==> src/inc/sbst_regs.svh <==
// Constants of the scan test port: instruction codes, lengths, ID fields
`ifndef SBST_REGS_SVH
`define SBST_REGS_SVH
`define SBST_IR_LEN        3
`define SBST_ID_LEN        32
`define SBST_BSR_LEN       107
`define SBST_OE_CELL       47
`define SBST_IR_EXTEST     3'h0
`define SBST_IR_IDCODE     3'h1
`define SBST_IR_SAMPLE_Z   3'h2
`define SBST_IR_PRELOAD    3'h4
`define SBST_IR_BYPASS     3'h7
`define SBST_IR_CAPTURE    3'h1
`define SBST_ID_VER_HI     31
`define SBST_ID_VER_LO     29
`define SBST_ID_PART_HI    28
`define SBST_ID_PART_LO    12
`define SBST_ID_MAKER_HI   11
`define SBST_ID_MAKER_LO   1
`define SBST_ID_PRESENT    0
`define SBST_TCK_MIN_NS    50
`define SBST_CLK_NS        40
`endif

==> src/inc/sbst_pkg.sv <==
// Types of the scan test port
package sbst_pkg;
	typedef enum logic [3:0] {
		TLR = 4'h0, RTI = 4'h1, SEL_DR = 4'h2, CAP_DR = 4'h3,
		SH_DR = 4'h4, EX1_DR = 4'h5, PA_DR = 4'h6, EX2_DR = 4'h7,
		UPD_DR = 4'h8, SEL_IR = 4'h9, CAP_IR = 4'ha, SH_IR = 4'hb,
		EX1_IR = 4'hc, PA_IR = 4'hd, EX2_IR = 4'he, UPD_IR = 4'hf
	} sbst_state_t;
endpackage

==> src/verilog/sbst_sync.sv <==
// Three-stage synchroniser with agreement filter for one pin
`timescale 1ns/1ps
module sbst_sync (
	// Clock and reset
	input  wire logic clk_in,
	input  wire logic arst_n_in,
	// Pin and filtered level
	input  wire logic pin_in,
	output logic      level_out
);
	logic s1_q, s2_q, s3_q;

	// Shift chain; first stage only feeds the second
	always_ff @(posedge clk_in or negedge arst_n_in) begin
		if (!arst_n_in) begin
			s1_q <= 1'h0;
			s2_q <= 1'h0;
			s3_q <= 1'h0;
		end else begin
			s1_q <= pin_in;
			s2_q <= s1_q;
			s3_q <= s2_q;
		end
	end

	// Level changes only when stages two and three agree
	always_ff @(posedge clk_in or negedge arst_n_in) begin
		if (!arst_n_in) begin
			level_out <= 1'h0;
		end else if (s2_q == s3_q) begin
			level_out <= s3_q;
		end
	end
endmodule

==> src/verilog/sbst_tap.sv <==
// Boundary scan test access port of the memory device
//
// How it works
// - IR 3, bypass 1, ID 32, boundary 107
// - Code 000 captures ring, drives preload out
// - Code 001 selects fixed ID register
// - Code 010 samples, boundary path, outputs high-Z
// - Code 100 samples ring onto boundary path
// - Code 111 selects single-bit bypass
// - ID fields: version, part type, maker
// - ID bit 0 always one
// - TMS and TDI sampled on rising TCK
// - TDO updated on falling TCK
// - ID instruction after reset and Test-Logic-Reset
// - Cell 47 enables output bus under EXTEST
// - New instruction applies only at Update-IR
// - High-Z sample holds until next Update-IR or Test-Logic-Reset
`timescale 1ns/1ps
`include "sbst_regs.svh"
module sbst_tap #(
	parameter int                    BSR_LEN     = `SBST_BSR_LEN,
	parameter logic [2:0]            VERSION     = 3'h0,     // Arbitrary value
	parameter logic [16:0]           PART_TYPE   = 17'h00001, // Arbitrary value
	parameter logic [10:0]           MAKER_CODE  = 11'h001    // Arbitrary value
) (
	// Clock and reset
	input  wire logic               CLK_IN,
	input  wire logic               ARST_N_IN,
	// Test pins
	input  wire logic               TCK_IN,
	input  wire logic               TMS_IN,
	input  wire logic               TDI_IN,
	output logic                    TDO_OUT,
	output logic                    TDO_OE_OUT,
	// Boundary ring
	input  wire logic [BSR_LEN-1:0] RING_IN,
	output logic [BSR_LEN-1:0]      RING_OUT,
	output logic                    EXTEST_OUT,
	output logic                    OUT_BUS_EN_OUT,
	// Status
	output logic [2:0]              IR_OUT
);
	// Number of system clocks in the shortest allowed test clock period
	localparam int TCK_CYC = (`SBST_TCK_MIN_NS + `SBST_CLK_NS - 1) / `SBST_CLK_NS;

	logic                    tck_l, tms_l, tdi_l;
	logic                    tck_d1_q;
	logic                    rise, fall;
	sbst_pkg::sbst_state_t   st_q, st_d;
	logic [2:0]              ir_sh_q, ir_q;
	logic                    byp_q;
	logic [`SBST_ID_LEN-1:0] id_q;
	logic [BSR_LEN-1:0]      bsr_q, upd_q;
	logic                    tdo_d;
	logic [31:0]             id_const;

	// Synchronise the three test inputs into the system clock
	sbst_sync u_tck (.clk_in(CLK_IN), .arst_n_in(ARST_N_IN), .pin_in(TCK_IN), .level_out(tck_l));
	sbst_sync u_tms (.clk_in(CLK_IN), .arst_n_in(ARST_N_IN), .pin_in(TMS_IN), .level_out(tms_l));
	sbst_sync u_tdi (.clk_in(CLK_IN), .arst_n_in(ARST_N_IN), .pin_in(TDI_IN), .level_out(tdi_l));

	// Edge detect on the filtered test clock
	always_ff @(posedge CLK_IN or negedge ARST_N_IN) begin
		if (!ARST_N_IN) begin
			tck_d1_q <= 1'h0;
		end else begin
			tck_d1_q <= tck_l;
		end
	end
	// TMS/TDI pass the same filter, so their levels are aligned to the edge
	assign rise = tck_l & ~tck_d1_q;
	assign fall = ~tck_l & tck_d1_q;

	// Fixed identification word
	assign id_const = {VERSION, PART_TYPE, MAKER_CODE, 1'h1};

	// Controller next-state logic
	always_comb begin
		st_d = st_q;
		case (st_q)
			sbst_pkg::TLR:    st_d = tms_l ? sbst_pkg::TLR    : sbst_pkg::RTI;
			sbst_pkg::RTI:    st_d = tms_l ? sbst_pkg::SEL_DR : sbst_pkg::RTI;
			sbst_pkg::SEL_DR: st_d = tms_l ? sbst_pkg::SEL_IR : sbst_pkg::CAP_DR;
			sbst_pkg::CAP_DR: st_d = tms_l ? sbst_pkg::EX1_DR : sbst_pkg::SH_DR;
			sbst_pkg::SH_DR:  st_d = tms_l ? sbst_pkg::EX1_DR : sbst_pkg::SH_DR;
			sbst_pkg::EX1_DR: st_d = tms_l ? sbst_pkg::UPD_DR : sbst_pkg::PA_DR;
			sbst_pkg::PA_DR:  st_d = tms_l ? sbst_pkg::EX2_DR : sbst_pkg::PA_DR;
			sbst_pkg::EX2_DR: st_d = tms_l ? sbst_pkg::UPD_DR : sbst_pkg::SH_DR;
			sbst_pkg::UPD_DR: st_d = tms_l ? sbst_pkg::SEL_DR : sbst_pkg::RTI;
			sbst_pkg::SEL_IR: st_d = tms_l ? sbst_pkg::TLR    : sbst_pkg::CAP_IR;
			sbst_pkg::CAP_IR: st_d = tms_l ? sbst_pkg::EX1_IR : sbst_pkg::SH_IR;
			sbst_pkg::SH_IR:  st_d = tms_l ? sbst_pkg::EX1_IR : sbst_pkg::SH_IR;
			sbst_pkg::EX1_IR: st_d = tms_l ? sbst_pkg::UPD_IR : sbst_pkg::PA_IR;
			sbst_pkg::PA_IR:  st_d = tms_l ? sbst_pkg::EX2_IR : sbst_pkg::PA_IR;
			sbst_pkg::EX2_IR: st_d = tms_l ? sbst_pkg::UPD_IR : sbst_pkg::SH_IR;
			sbst_pkg::UPD_IR: st_d = tms_l ? sbst_pkg::SEL_DR : sbst_pkg::RTI;
			default:          st_d = sbst_pkg::TLR;
		endcase
	end

	// Controller state, stepped on each test clock rise
	always_ff @(posedge CLK_IN or negedge ARST_N_IN) begin
		if (!ARST_N_IN) begin
			st_q <= sbst_pkg::TLR;
		end else if (rise) begin
			st_q <= st_d;
		end
	end

	// Instruction shift register; capture loads the fixed 01 pattern
	always_ff @(posedge CLK_IN or negedge ARST_N_IN) begin
		if (!ARST_N_IN) begin
			ir_sh_q <= `SBST_IR_CAPTURE;
		end else if (rise) begin
			if (st_q == sbst_pkg::CAP_IR) begin
				ir_sh_q <= `SBST_IR_CAPTURE;
			end else if (st_q == sbst_pkg::SH_IR) begin
				ir_sh_q <= {tdi_l, ir_sh_q[2:1]};
			end
		end
	end

	// Active instruction; reserved codes are the controller's to avoid
	always_ff @(posedge CLK_IN or negedge ARST_N_IN) begin
		if (!ARST_N_IN) begin
			ir_q <= `SBST_IR_IDCODE;
		end else if (rise) begin
			if (st_q == sbst_pkg::TLR) begin
				ir_q <= `SBST_IR_IDCODE;
			end else if (st_q == sbst_pkg::UPD_IR) begin
				ir_q <= ir_sh_q;
			end
		end
	end

	// Bypass cell
	always_ff @(posedge CLK_IN or negedge ARST_N_IN) begin
		if (!ARST_N_IN) begin
			byp_q <= 1'h0;
		end else if (rise) begin
			if (st_q == sbst_pkg::CAP_DR) begin
				byp_q <= 1'h0;
			end else if (st_q == sbst_pkg::SH_DR) begin
				byp_q <= tdi_l;
			end
		end
	end

	// Identification register, reloaded from the fixed word on capture
	always_ff @(posedge CLK_IN or negedge ARST_N_IN) begin
		if (!ARST_N_IN) begin
			id_q <= '0;
		end else if (rise && ir_q == `SBST_IR_IDCODE) begin
			if (st_q == sbst_pkg::CAP_DR) begin
				id_q <= id_const;
			end else if (st_q == sbst_pkg::SH_DR) begin
				id_q <= {tdi_l, id_q[`SBST_ID_LEN-1:1]};
			end
		end
	end

	// Boundary chain; TDI enters at the top, LSB leaves on TDO
	always_ff @(posedge CLK_IN or negedge ARST_N_IN) begin
		if (!ARST_N_IN) begin
			bsr_q <= '0;
		end else if (rise && (ir_q == `SBST_IR_EXTEST || ir_q == `SBST_IR_SAMPLE_Z ||
				ir_q == `SBST_IR_PRELOAD)) begin
			if (st_q == sbst_pkg::CAP_DR) begin
				bsr_q <= RING_IN;
			end else if (st_q == sbst_pkg::SH_DR) begin
				bsr_q <= {tdi_l, bsr_q[BSR_LEN-1:1]};
			end
		end
	end

	// Preload latches; cleared at reset so cell 47 starts low for EXTEST
	always_ff @(posedge CLK_IN or negedge ARST_N_IN) begin
		if (!ARST_N_IN) begin
			upd_q <= '0;
		end else if (rise) begin
			if (st_q == sbst_pkg::TLR) begin
				upd_q <= '0;
			end else if (st_q == sbst_pkg::UPD_DR && (ir_q == `SBST_IR_EXTEST ||
					ir_q == `SBST_IR_PRELOAD || ir_q == `SBST_IR_SAMPLE_Z)) begin
				upd_q <= bsr_q;
			end
		end
	end

	// Serial output mux by controller phase and instruction
	always_comb begin
		tdo_d = 1'h0;
		if (st_q == sbst_pkg::SH_IR) begin
			tdo_d = ir_sh_q[0];
		end else if (st_q == sbst_pkg::SH_DR) begin
			case (ir_q)
				`SBST_IR_IDCODE:   tdo_d = id_q[0];
				`SBST_IR_EXTEST,
				`SBST_IR_SAMPLE_Z,
				`SBST_IR_PRELOAD:  tdo_d = bsr_q[0];
				default:           tdo_d = byp_q;
			endcase
		end
	end

	// TDO launched on the falling test clock; driven only while shifting
	always_ff @(posedge CLK_IN or negedge ARST_N_IN) begin
		if (!ARST_N_IN) begin
			TDO_OUT    <= 1'h0;
			TDO_OE_OUT <= 1'h0;
		end else if (fall) begin
			TDO_OUT    <= tdo_d;
			TDO_OE_OUT <= (st_q == sbst_pkg::SH_IR) || (st_q == sbst_pkg::SH_DR);
		end
	end

	// Pin controls; high-Z sample forces the bus enable low until replaced
	always_ff @(posedge CLK_IN or negedge ARST_N_IN) begin
		if (!ARST_N_IN) begin
			RING_OUT       <= '0;
			EXTEST_OUT     <= 1'h0;
			OUT_BUS_EN_OUT <= 1'h1;
			IR_OUT         <= `SBST_IR_IDCODE;
		end else begin
			RING_OUT   <= upd_q;
			EXTEST_OUT <= (ir_q == `SBST_IR_EXTEST);
			IR_OUT     <= ir_q;
			if (ir_q == `SBST_IR_SAMPLE_Z) begin
				OUT_BUS_EN_OUT <= 1'h0;
			end else if (ir_q == `SBST_IR_EXTEST) begin
				OUT_BUS_EN_OUT <= upd_q[`SBST_OE_CELL];
			end else begin
				OUT_BUS_EN_OUT <= 1'h1;
			end
		end
	end

	// TCK_CYC documents the fastest test clock the sampler must keep up with; unused_ok only checks it is above 0
	logic unused_ok;
	assign unused_ok = (TCK_CYC > 0);
endmodule

==> config.mk <==
export PLATFORM = sky130hd
export DESIGN_NAME = sbst_tap
export DESIGN_NICKNAME = d
export VERILOG_FILES = /design/src/inc/sbst_pkg.sv /design/src/verilog/sbst_sync.sv /design/src/verilog/sbst_tap.sv
export VERILOG_INCLUDE_DIRS = /design/src /design/src/inc
export SDC_FILE = /design/constraint.sdc
export NUM_CORES = 1
export LEC_CHECK = 0
export ABC_AREA = 1
export BUFFER_PORTS_ARGS = -buffer_cell sky130_fd_sc_hd__buf_2
export CAP_MARGIN = 20
export CORE_ASPECT_RATIO = 1.25
export CORE_MARGIN = 1.5
export CORE_UTILIZATION = 51
export CTS_CLUSTER_SIZE = 25
export DETAILED_ROUTE_END_ITERATION = 7
export GPL_TIMING_DRIVEN = 0
export PLACE_DENSITY = 0.8
export SKIP_CTS_REPAIR_TIMING = 1
export SYNTH_ARGS = -nofsm -noshare
export SYNTH_HDL_FRONTEND = slang
export SYNTH_HIERARCHICAL = 1
export SYNTH_SLANG_ARGS = --single-unit
==> constraint.sdc <==
create_clock -name CLK_IN -period 1.4 [get_ports CLK_IN]
set_input_delay 0.21 -clock CLK_IN [delete_from_list [all_inputs] [get_ports CLK_IN]]
set_output_delay 0.21 -clock CLK_IN [all_outputs]
set_load 0.01 [all_outputs]
-- Word-level counts from Yosys, hierarchy flattened
Index checks and enable logic that the tools add are counted.
- equal/unequal tests: 21
- muxes and demuxes: 30
- bitwise operators: 4
- reduce and logical (&&, ||, !) cells: 24
- operators by type and width (cell ; number):
    $mux W107 ; 4
    $mux W32 ; 2
    $pmux W4 S12 ; 1
    $eq A4 B4 Y1 const B ; 8
    $mux W3 ; 6
    $eq A4 B3 Y1 const B ; 4
    $mux W4 ; 4
    $reduce_and A2 Y1 ; 6
    $mux W1 ; 9
    $eq A4 B2 Y1 const B ; 2
    $reduce_bool A2 Y1 ; 4
    $mux W2 ; 3
    $reduce_or A3 Y1 ; 2
    $logic_or A1 B1 Y1 ; 5
    $eq A4 B1 Y1 const B ; 1
    $logic_not A4 Y1 ; 1
    $reduce_or A2 Y1 ; 2
    $eq A1 B1 Y1 ; 3
    $eq A3 B1 Y1 const B ; 1
    $eq A3 B2 Y1 const B ; 1
    $eq A3 B3 Y1 const B ; 1
    $logic_and A1 B1 Y1 ; 3
    $logic_not A3 Y1 ; 1
    $and A1 B1 Y1 ; 2
    other kinds (2) ; 3
- bits in registers: 384
- input bits: 112
- logic and storage cells: 105

-- Longest topological paths before layout
Gate-level depths: netlist of the first run.
- depth after elaboration: 6
- gate-level depth with buffers: 10
- depth with buffers taken out: 8

-- Modules after synthesis
The synthesis of the first run kept the hierarchy.
- modules (own cells, without submodules) (module ; times used ; cells an instance ; area each (um^2) ; sequential area each (um^2)):
    sbst_tap ; 1 ; 1425 ; 14113.5 ; 9313.9
    sbst_sync ; 3 ; 8 ; 116.4 ; 100.1

-- Worst setup path before layout of the first run
Ideal clock, no wire load.
- path type: register to register
- from: register st_q[2]
- to: register upd_q[100]
- data arrival time: 1.437 ns
- path slack: -0.155 ns
- cell stages (with the launch flop): 9
- path buffers: 2
- cell sequence: dfrtp_1 > nor2_2 > nand2_1 > inv_2 > nor2_2 > nand2_2 > buf_2 > buf_6 > o21ai_2
- cells in the longest elaborated chain, start to end: 4
- RTL lines (item ; RTL line ; RTL):
    from (decl) ; sbst_tap.sv:49 ; sbst_pkg::sbst_state_t st_q, st_d;
    from (signal assigned) ; sbst_tap.sv:104 ; st_q <= sbst_pkg::TLR;
    from (signal assigned) ; sbst_tap.sv:106 ; st_q <= st_d;
    $eq A4 B4 Y1 ; sbst_tap.sv:183 ; end else if (st_q == sbst_pkg::UPD_DR && (ir_q == `SBST_IR_EXTEST ||
    $logic_and A1 B1 Y1 ; sbst_tap.sv:183 ;
    $reduce_bool A2 Y1 (no source line) ; n/a ;
    $reduce_and A2 Y1 (no source line) ; n/a ;
    to (signal assigned) ; sbst_tap.sv:185 ; upd_q <= bsr_q;
    to (decl) ; sbst_tap.sv:53 ; logic [BSR_LEN-1:0] bsr_q, upd_q;
Parallel ways exist; a longest one is shown, timed or not.
A chain may end at the register's enable or synchronous reset.

-- Worst setup path in the final report of the first run
- from: register st_q[2]
- to: register upd_q[92]
The elaborated chain is that of the path after synthesis.

==> results of run 1 <==
-- metrics by stage --
step,setup slack [ps],std cells
2_1_floorplan,-45.9,1449
5_1_grt,-386,2129
3_3_place_gp,-7530,2024
4_1_cts,-684,2089
3_5_place_dp,-666,2027
6_report,-293,2129
-- flip-flops by register name, indices dropped and copies added, names as in the netlist, 3 cells and up --
name	flops
id_q	32
IR_OUT	3
RING_OUT	107
ir_sh_q	3
st_q	4
bsr_q	107
upd_q	107
ir_q	3
-- how the worst min path moves through the flow --
stage	cells after the start	end	from	slack (ps)
after detailed placement	1	u_tms/s1_q	ARST_N_IN	140
final	1	u_tck/level_out	ARST_N_IN	-450
after floorplan	0	EXTEST_OUT	ARST_N_IN	-90
after global placement	1	u_tdi/s1_q	TDI_IN	320
after CTS	1	u_tck/s2_q	ARST_N_IN	-400
after global routing	1	u_tdi/s2_q	ARST_N_IN	-440
-- layer usage --
metal	up-vias	track usage	wire length [um]
li1	5241	-	-
met1	5280	0.284	14000
met2	338	0.382	17400
met3	92	0.0304	1490
met4	2	0.115	1380
met5	-	0	13
-- critical path: cells and delay by family, from the launching register on --
kind                   cells  cell delay (ps)
AO/OA/AOI/OAI              1               70
buffers and inverters      3              460
flip-flops                 1              470
AND/OR/NAND/NOR            4              580
-- cells by family after synthesis --
logic type | share of synthesized area
flops | 0.665
compound gates | 0.137
simple gates | 0.130
buf+inv | 0.0677
-- cell usage in the layout, fill, tap and decap left out, drive strengths merged --
cell type    count
nand4            2
a21oi            6
inv            132
nand3b           1
o21ai          359
nand3           14
diode            4
clkinvlp         1
a31oi            3
clkbuf          76
buf            313
nor3             1
dlygate4sd3      3
clkinv           7
o32ai            1
nor2            28
dfstp            4
nand2          440
bufinv           2
dfrtp          380
o22ai            2
-- cell type report --
type                            instances  area [um^2]
Buffer                                 76          796
Clock inverter                         10          110
Multi-Input combinational cell        857         4090
Inverter                              131          519
Tap cell                              350          438
Sequential cell                       384         9620
Clock buffer                           52         1020
Timing Repair inverter                  1         8.76
Timing Repair Buffer                  264         1760
Antenna cell                            4         10.0
Fill cell                            2013         9360
-- power breakdown --
part | switching [uW] | internal [uW]
logic | 5510 | 3590
clock network | 4040 | 5460
registers | 938 | 13500
total | 10500 | 22600
==> metrics.yaml, run 1 <==
outcome:
  status: "finished, violations left"
  violations: "hold timing, setup timing"
clocking:
  clockRootBuffer: "clkbuf_16"
  clock_latency_ps: 520
  cts_inserted_buffers: 36
  clkTransAtPathRegs_ps: 60
  htreeDepth: 2
  cts_buffer_depth: 3
  cts_tree: "done"
  cts_sinks: 384
placed_design:
  place_congestion: 0.882
  dpl.hpwl_um: 22400
  portBuffers: 225
  placed_cell_area_mm2: 0.0162
yosys:
  yosysTopAreaCellShare: 0.657
  postSynthCellCount: 1449
  ys_seq_elements: 384
  ys_warn_count: 6
  synth_flop_cell: "dfrtp_1"
  avgSynthCellArea_um2: 9.98
  synth_area_leaders: "dfrtp_1 (66%), nand2_1 (11%), o21ai_0 (8.1%)"
  syn_area_mm2: 0.0145
  synth_most_common_cell: "nand2_1"
  synthArstFlopShare: 1.00
  synth_area_leader_cell: "dfrtp_1"
  synth.net_count: 1561
  yosysSeqAreaShare: 0.665
  synthTopCellsByCount: "nand2_1 (435), dfrtp_1 (380), o21ai_0 (235), inv_1 (125), o21ai_1 (93)"
  synth_cell_types: 25
  synth-edff-count: 0
timing:
  drv_slew: 0
  fin_ws_ps: -293
  setup_viol: 251
  rsz0062_at_grt: "yes"
  period_needed_ps: 1690
  timing_hold_violations_final: 164
  worstMarginPinSlew_ps: 592
  max_freq_ghz: 0.591
  finalCritPeriodShare: 1.21
  fin_tns_setup_ps: -57280
  finClkSkew_ps: 16.0
  relSlewSlack: 0.605
  fin_hold_ws_ps: -449
layout:
  layout-drive-gt1-share: 0.272
  final_util: 0.663
  syn2layout_area_growth_pct: 27.1
  fin_area_mm2: 0.0184
  layout.nets: 1863
floorplanning:
  fp.dieW_um: 154
  initial_utilization: 0.521
  io_pins: 226
  rows: 68
  die_h_um: 191
  dieArea_mm2: 0.0294
  core_area_mm2: 0.0277
critical_path:
  worst-setup-path-type: "flip-flop to flip-flop"
  crit_start: "st_q[2]"
  r2r-end: "upd_q[92]"
  r2r_cells: 8
  crit_end: "upd_q[92]"
  critPathMaxStageDelay_ps: 470
  r2r_slack_ps: -290
  end_kind: "flip-flop"
  cp-start-kind: "flip-flop"
  cp.required_ps: 1800
  worstPathMaxFanout: 10
  cp_slowest_cell: "dfrtp_2"
  crit_chain: "nor2_4, nand2_2, inv_2, nor2_4, nand2_4, buf_8, buf_6, o21ai_2"
  arrival_ps: 2090
  path_common_cell: "nor2_4"
  r2r_start: "st_q[2]"
grt:
  grt_pass1_vias: 10636
  grt_max_degree: 121
  grt_pass1_wl_um: 52600
  track_usage: 0.225
  grt_overflow: 0
  antenna_found_initial: 5
detailed_routing:
  drt_wl_total_um: 34200
  drt_iter0_drc: 681
  final_antenna_net_count: 0
  post_drt_wl_per_cell_um: 16.1
  remaining_drc_errors: 0
  num_vias: 10953
  dr.pass1.iters: 5
  via_per_inst: 5.14
pwr:
  total_power_uw: 33000
  p_leak_uw: 0.00925
  power_density_mw_per_mm2: 1800
  max-vdd-ir-drop_uv: 1060
worst_hold_path:
  hp-class: "input pin to asynchronous set/reset pin"
job:
  max_cap_viol_count: 0
(Power assumes the default switching activity.)
==> run 2: changes to the inputs <==
--- a/config.mk
+++ b/config.mk
@@ -9,13 +9,15 @@
 export ABC_AREA = 1
 export BUFFER_PORTS_ARGS = -buffer_cell sky130_fd_sc_hd__buf_2
 export CAP_MARGIN = 20
+export CELL_PAD_IN_SITES_DETAIL_PLACEMENT = 1
+export CELL_PAD_IN_SITES_GLOBAL_PLACEMENT = 1
 export CORE_ASPECT_RATIO = 1.25
 export CORE_MARGIN = 1.5
-export CORE_UTILIZATION = 51
+export CORE_UTILIZATION = 39
 export CTS_CLUSTER_SIZE = 25
 export DETAILED_ROUTE_END_ITERATION = 7
 export GPL_TIMING_DRIVEN = 0
-export PLACE_DENSITY = 0.8
+export PLACE_DENSITY = 0.79
 export SKIP_CTS_REPAIR_TIMING = 1
 export SYNTH_ARGS = -nofsm -noshare
 export SYNTH_HDL_FRONTEND = slang
==> metrics.yaml, run 2 (same netlist as run 1, synthesis figures left out) <==
clocking:
  htreeDepth: 2  # unchanged
  cts_tree: "done"
  cts_inserted_buffers: 40  # +11%
  cts_sinks: 384  # unchanged
  clock_latency_ps: 540  # +20 ps
  clockRootBuffer: "clkbuf_16"
  clkTransAtPathRegs_ps: 60  # about the same
  cts_buffer_depth: 3  # unchanged
placed_design:
  dpl.hpwl_um: 26300  # +17%
  portBuffers: 225  # unchanged
  place_congestion: 0.845  # -4.1%
grt:
  track_usage: 0.202  # -0.0227
  grt_max_degree: 118  # -2.5%
  grt_overflow: 0  # unchanged
  antenna_found_initial: 6  # +1
  grt_pass1_wl_um: 61600  # +17%
  grt_pass1_vias: 11840  # +11%
floorplanning:
  rows: 78  # +15%
  die_h_um: 218  # +14%
  core_area_mm2: 0.0364  # +31%
  dieArea_mm2: 0.0383  # +30%
  io_pins: 226  # unchanged
  initial_utilization: 0.397  # -0.124
  fp.dieW_um: 175  # +14%
timing:
  worstMarginPinSlew_ps: 661  # +68.8 ps
  fin_hold_ws_ps: -354  # +95.2 ps
  setup_viol: 257  # +2.4%
  drv_slew: 0  # unchanged
  period_needed_ps: 1810  # +119 ps
  rsz0062_at_grt: "yes"
  fin_ws_ps: -412  # -119 ps
  finClkSkew_ps: 18.0  # +1.99 ps
  finalCritPeriodShare: 1.29  # +0.0847
  relSlewSlack: 0.559  # -0.0459
  timing_hold_violations_final: 79  # -52%
  max_freq_ghz: 0.552  # -6.5%
layout:
  seq_area_mm2: 0.00962  # unchanged
  layout.nets: 1857  # -0.32%
  reg_top3: "RING_OUT x107, bsr_q x107, upd_q x107"
  final_util: 0.505  # -0.158
  layout-drive-gt1-share: 0.261  # -0.0101
  multiInputGateArea_mm2: 0.00400  # -2.3%
  syn2layout_area_growth_pct: 27.1  # about the same
  final_common_cell: "nand2_1"
  fill_cells: 4099  # +100%
  final_cell_mix: "nand2_1 (419), dfrtp_1 (376), buf_2 (235)"
detailed_routing:
  final_antenna_net_count: 0  # unchanged
  drt_wl_total_um: 39600  # +16%
  remaining_drc_errors: 0  # unchanged
  dr.pass1.iters: 4  # -1
  drt_iter0_drc: 691  # +1.5%
  num_vias: 11056  # +0.94%
  post_drt_wl_per_cell_um: 17.5  # +9.0%
  via_per_inst: 4.89  # -4.9%
pwr:
  power_density_mw_per_mm2: 1860  # +3.2%
  total_power_uw: 34100  # +3.2%
  max-vdd-ir-drop_uv: 823  # -22%
  p_leak_uw: 0.00921  # -0.40%
job:
  max_cap_viol_count: 0  # unchanged
critical_path:
  cp.required_ps: 1810  # about the same
  worstPathMaxFanout: 10  # unchanged
  arrival_ps: 2230  # +140 ps
  end_kind: "flip-flop"
  worst-setup-path-type: "flip-flop to flip-flop"
  cp-start-kind: "flip-flop"
worst_hold_path:
  hp-class: "input pin to asynchronous set/reset pin"
outcome:
  violations: "hold timing, setup timing"
  status: "finished, violations left"
run 2: cell types whose count changed in the layout (fill, tap and decap cells not counted), sizes merged:
cell    previous run  this run
buf              313       303
clkbuf            76        84
clkinv             7        10
inv              132       129
bufinv             2         4
run 2: cell type report:
type                       instances  share of cell area
buffer                            76              0.0395
timing repair buffer             255              0.0853
clock inverter                    13             0.00973
tap                              480              0.0327
sequential                       384               0.523
multi-input combinational        857               0.217
clock buffer                      59              0.0634
inverter                         131              0.0282
antenna                            4            0.000544
run 2: final timing paths:
path                               to  depth (start not counted)       start  slack [ps]
max                        upd_q[104]                         10     st_q[2]        -410
min                        u_tms/s1_q                          1   ARST_N_IN        -350
max reg2reg                upd_q[104]                         10     st_q[2]        -410
min reg2reg                u_tck/s2_q                          0  u_tck/s1_q         350
max in group asynchronous     st_q[2]                          3   ARST_N_IN         250
min in group CLK_IN          bsr_q[9]                          5  RING_IN[9]           0
run 2: per-layer routing:
layer  global-route usage  wire length [um]  vias to the layer above
met5                    0                45                        -
li1                     -                 -                     5205
met1                0.253             16700                     5509
met3               0.0308              1520                       95
met4               0.0775              1300                        6
met2                0.353             20100                      241
run 2: through the flow:
step	cell area, um^2	setup TNS (ps)	hold slack (ps)	setup slack [ps]	std cells
2_1_floorplan	14600	-4210	-85.6	-45.9	1449
3_3_place_gp	16300	-2889080	319	-8010	2154
3_5_place_dp	16400	-162440	237	-689	2157
4_1_cts	17700	-136380	-328	-777	2229
5_1_grt	18400	-94950	-299	-463	2258
6_report	18400	-75280	-354	-412	2259
run 2: critical path: stages, from the launching register on:
cell,delay [ps]
dfrtp_2,460
buf_6,140
nor2_4,180
nand2_4,80
nor2_4,150
o21ai_4,90
buf_12,160
buf_8,150
buf_8,150
nand2_1,80
o21ai_2,50
run 2: power breakdown:
part	switching (uW)	leakage (uW)	internal, uW
Sequential	1000	0.00498	13500
Combinational	5550	0.00357	3200
Clock	4340	0.000659	6520
==> run 3: changes to the inputs <==
--- a/config.mk
+++ b/config.mk
@@ -13,11 +13,11 @@
 export CELL_PAD_IN_SITES_GLOBAL_PLACEMENT = 1
 export CORE_ASPECT_RATIO = 1.25
 export CORE_MARGIN = 1.5
-export CORE_UTILIZATION = 39
+export CORE_UTILIZATION = 47
 export CTS_CLUSTER_SIZE = 25
 export DETAILED_ROUTE_END_ITERATION = 7
 export GPL_TIMING_DRIVEN = 0
-export PLACE_DENSITY = 0.79
+export PLACE_DENSITY = 0.88
 export SKIP_CTS_REPAIR_TIMING = 1
 export SYNTH_ARGS = -nofsm -noshare
 export SYNTH_HDL_FRONTEND = slang
==> constraint.sdc (replaced) <==
create_clock -name CLK_IN -period 2.3 [get_ports CLK_IN]
set_input_delay 0.345 -clock CLK_IN [delete_from_list [all_inputs] [get_ports CLK_IN]]
set_output_delay 0.345 -clock CLK_IN [all_outputs]
set_load 0.01 [all_outputs]
==> metrics.yaml, run 3 (same netlist as run 1, synthesis figures left out) <==
critical_path:
  r2r-end: "upd_q[98]"
  cp.required_ps: 2760  # +950 ps
  end_kind: "flip-flop"
  crit_chain: "nand2_1, clkinvlp_4, o21ai_2, buf_4, buf_6, nand2_1, o21ai_2"
  worst-setup-path-type: "flip-flop to flip-flop"
  cp-start-kind: "flip-flop"
  crit_buf_inv: 3  # -1
  critPathMaxStageDelay_ps: 420  # -40 ps
  crit_end: "upd_q[98]"
  crit_start: "u_tck/level_out"
  arrival_ps: 2580  # +350 ps
  crit_cells: 7  # -3
  r2r_slack_ps: 180  # +590 ps
  r2r_cells: 7  # -3
  r2r_start: "u_tck/level_out"
  crit_family: "buffers and inverters"
  worstPathMaxFanout: 10  # unchanged
  cp_slowest_cell: "dfrtp_1"
pwr:
  power_density_mw_per_mm2: 1140  # -38%
  max-vdd-ir-drop_uv: 545  # -34%
  p_leak_uw: 0.00885  # -3.9%
  total_power_uw: 20000  # -41%
clocking:
  cts_inserted_buffers: 37  # -7.5%
  cts_buffer_depth: 3  # unchanged
  cts_tree: "done"
  cts_sinks: 384  # unchanged
  clkTransAtPathRegs_ps: 70  # about the same
  htreeDepth: 2  # unchanged
  clock_latency_ps: 540  # about the same
  clockRootBuffer: "clkbuf_16"
grt:
  grt_max_degree: 112  # -5.1%
  grt_pass1_wl_um: 64400  # +4.5%
  antenna_found_initial: 6  # unchanged
  track_usage: 0.258  # +0.0558
  grt_overflow: 0  # unchanged
  grt_pass1_vias: 12320  # +4.1%
floorplanning:
  dieArea_mm2: 0.0318  # -17%
  fp.dieW_um: 160  # -8.8%
  io_pins: 226  # unchanged
  die_h_um: 199  # -8.8%
  rows: 71  # -9.0%
  initial_utilization: 0.479  # +0.0815
  core_area_mm2: 0.0302  # -17%
layout:
  seq_area_mm2: 0.00961  # about the same
  fin_area_mm2: 0.0175  # -4.8%
  syn2layout_area_growth_pct: 21.0
  fill_cells: 3431  # -16%
  reg_top3: "RING_OUT x107, bsr_q x107, upd_q x107"
  final_cell_mix: "nand2_1 (435), dfrtp_1 (380), buf_2 (252)"
  layout.nets: 1832  # -1.3%
  layout-drive-gt1-share: 0.223  # -0.0386
  multiInputGateArea_mm2: 0.00387  # -3.1%
  final_common_cell: "nand2_1"
timing:
  relSlewSlack: 0.591  # +0.0321
  max_freq_ghz: 0.472  # -15%
  finClkSkew_ps: 20.7  # +2.73 ps
  rsz0062_at_grt: "no"
  drv_slew: 0  # unchanged
  period_needed_ps: 2120  # +309 ps
  worstMarginPinSlew_ps: 613  # -48.1 ps
  finalCritPeriodShare: 0.922  # -0.372
  timing_hold_violations_final: 0  # -100%
  setup_viol: 0  # -100%
placed_design:
  dpl.hpwl_um: 27500  # +4.7%
  portBuffers: 225  # unchanged
  place_congestion: 0.858  # +1.5%
  placed_cell_area_mm2: 0.0162  # -1.3%
detailed_routing:
  num_vias: 11232  # +1.6%
  drt_wl_total_um: 40200  # +1.6%
  dr.pass1.iters: 5  # +1
  drt_iter0_drc: 553  # -20%
  via_per_inst: 5.22  # +6.6%
  final_antenna_net_count: 0  # unchanged
  post_drt_wl_per_cell_um: 18.7  # +6.6%
  remaining_drc_errors: 0  # unchanged
job:
  max_cap_viol_count: 0  # unchanged
outcome:
  status: "finished clean"
worst_hold_path:
  hp-class: "input pin to flip-flop"
## run 3: changes by cell type in the layout (fill, tap and decap cells not counted), sizes merged
cell,delta
bufinv,-1
diode,+2
buf,-21
inv,+1
clkinv,-5
dlygate4sd3,+1
clkbuf,-4
## run 3: metal layers
metal	vias to the layer above	part of all wire	global-route usage
li1	5159	-	-
met1	5698	0.40	0.307
met2	267	0.52	0.466
met3	108	0.034	0.0369
met4	0	0.043	0.118
met5	-	0	0
## run 3: worst register-to-register path: stages, from the launching register on
cell and delay [ps]:
dfrtp_1 420, nand2_1 370, clkinvlp_4 330, o21ai_2 300, buf_4 310, buf_6 170
nand2_1 90, o21ai_2 70
## run 3: worst min path at each step
stage | startpoint | endpoint | slack (ps) | cells past startpoint
after floorplan | ARST_N_IN | EXTEST_OUT | 50 | 0
after global placement | u_tms/s1_q | u_tms/s2_q | 330 | 0
after detailed placement | u_tms/s1_q | u_tms/s2_q | 340 | 0
after CTS | ARST_N_IN | u_tck/s2_q | -210 | 1
after global routing | RING_IN[28] | bsr_q[28] | 170 | 5
final | RING_IN[23] | bsr_q[23] | 140 | 5
## run 3: final cells by class
type / count / area share
diodes: 6 / 0.000858
plain buffers: 77 / 0.0282
clock buffers: 57 / 0.0648
clock inverters: 8 / 0.00679
inverters: 131 / 0.0284
multi-input cells: 857 / 0.221
flip-flops and latches: 384 / 0.549
well taps: 401 / 0.0287
repair buffers: 232 / 0.0719
## run 3: per-stage QoR
step                      hold slack, ps  worst slack (ps)  std cells   TNS, ps  utilization
after detailed placement             336              -112       2078     -1120        0.536
final                                143               179       2153         0        0.580
after floorplan                     49.4               745       1449         0            -
after global routing                 170              13.4       2153         0        0.580
after CTS                           -209              -166       2143     -1460        0.577
after global placement               333             -6370       2075  -2422280        0.533
## run 3: report_power, final
| group | internal [uW] | switching [uW] |
|---|---|---|
| logic | 1560 | 3300 |
| clock network | 3730 | 2580 |
| registers | 8220 | 623 |
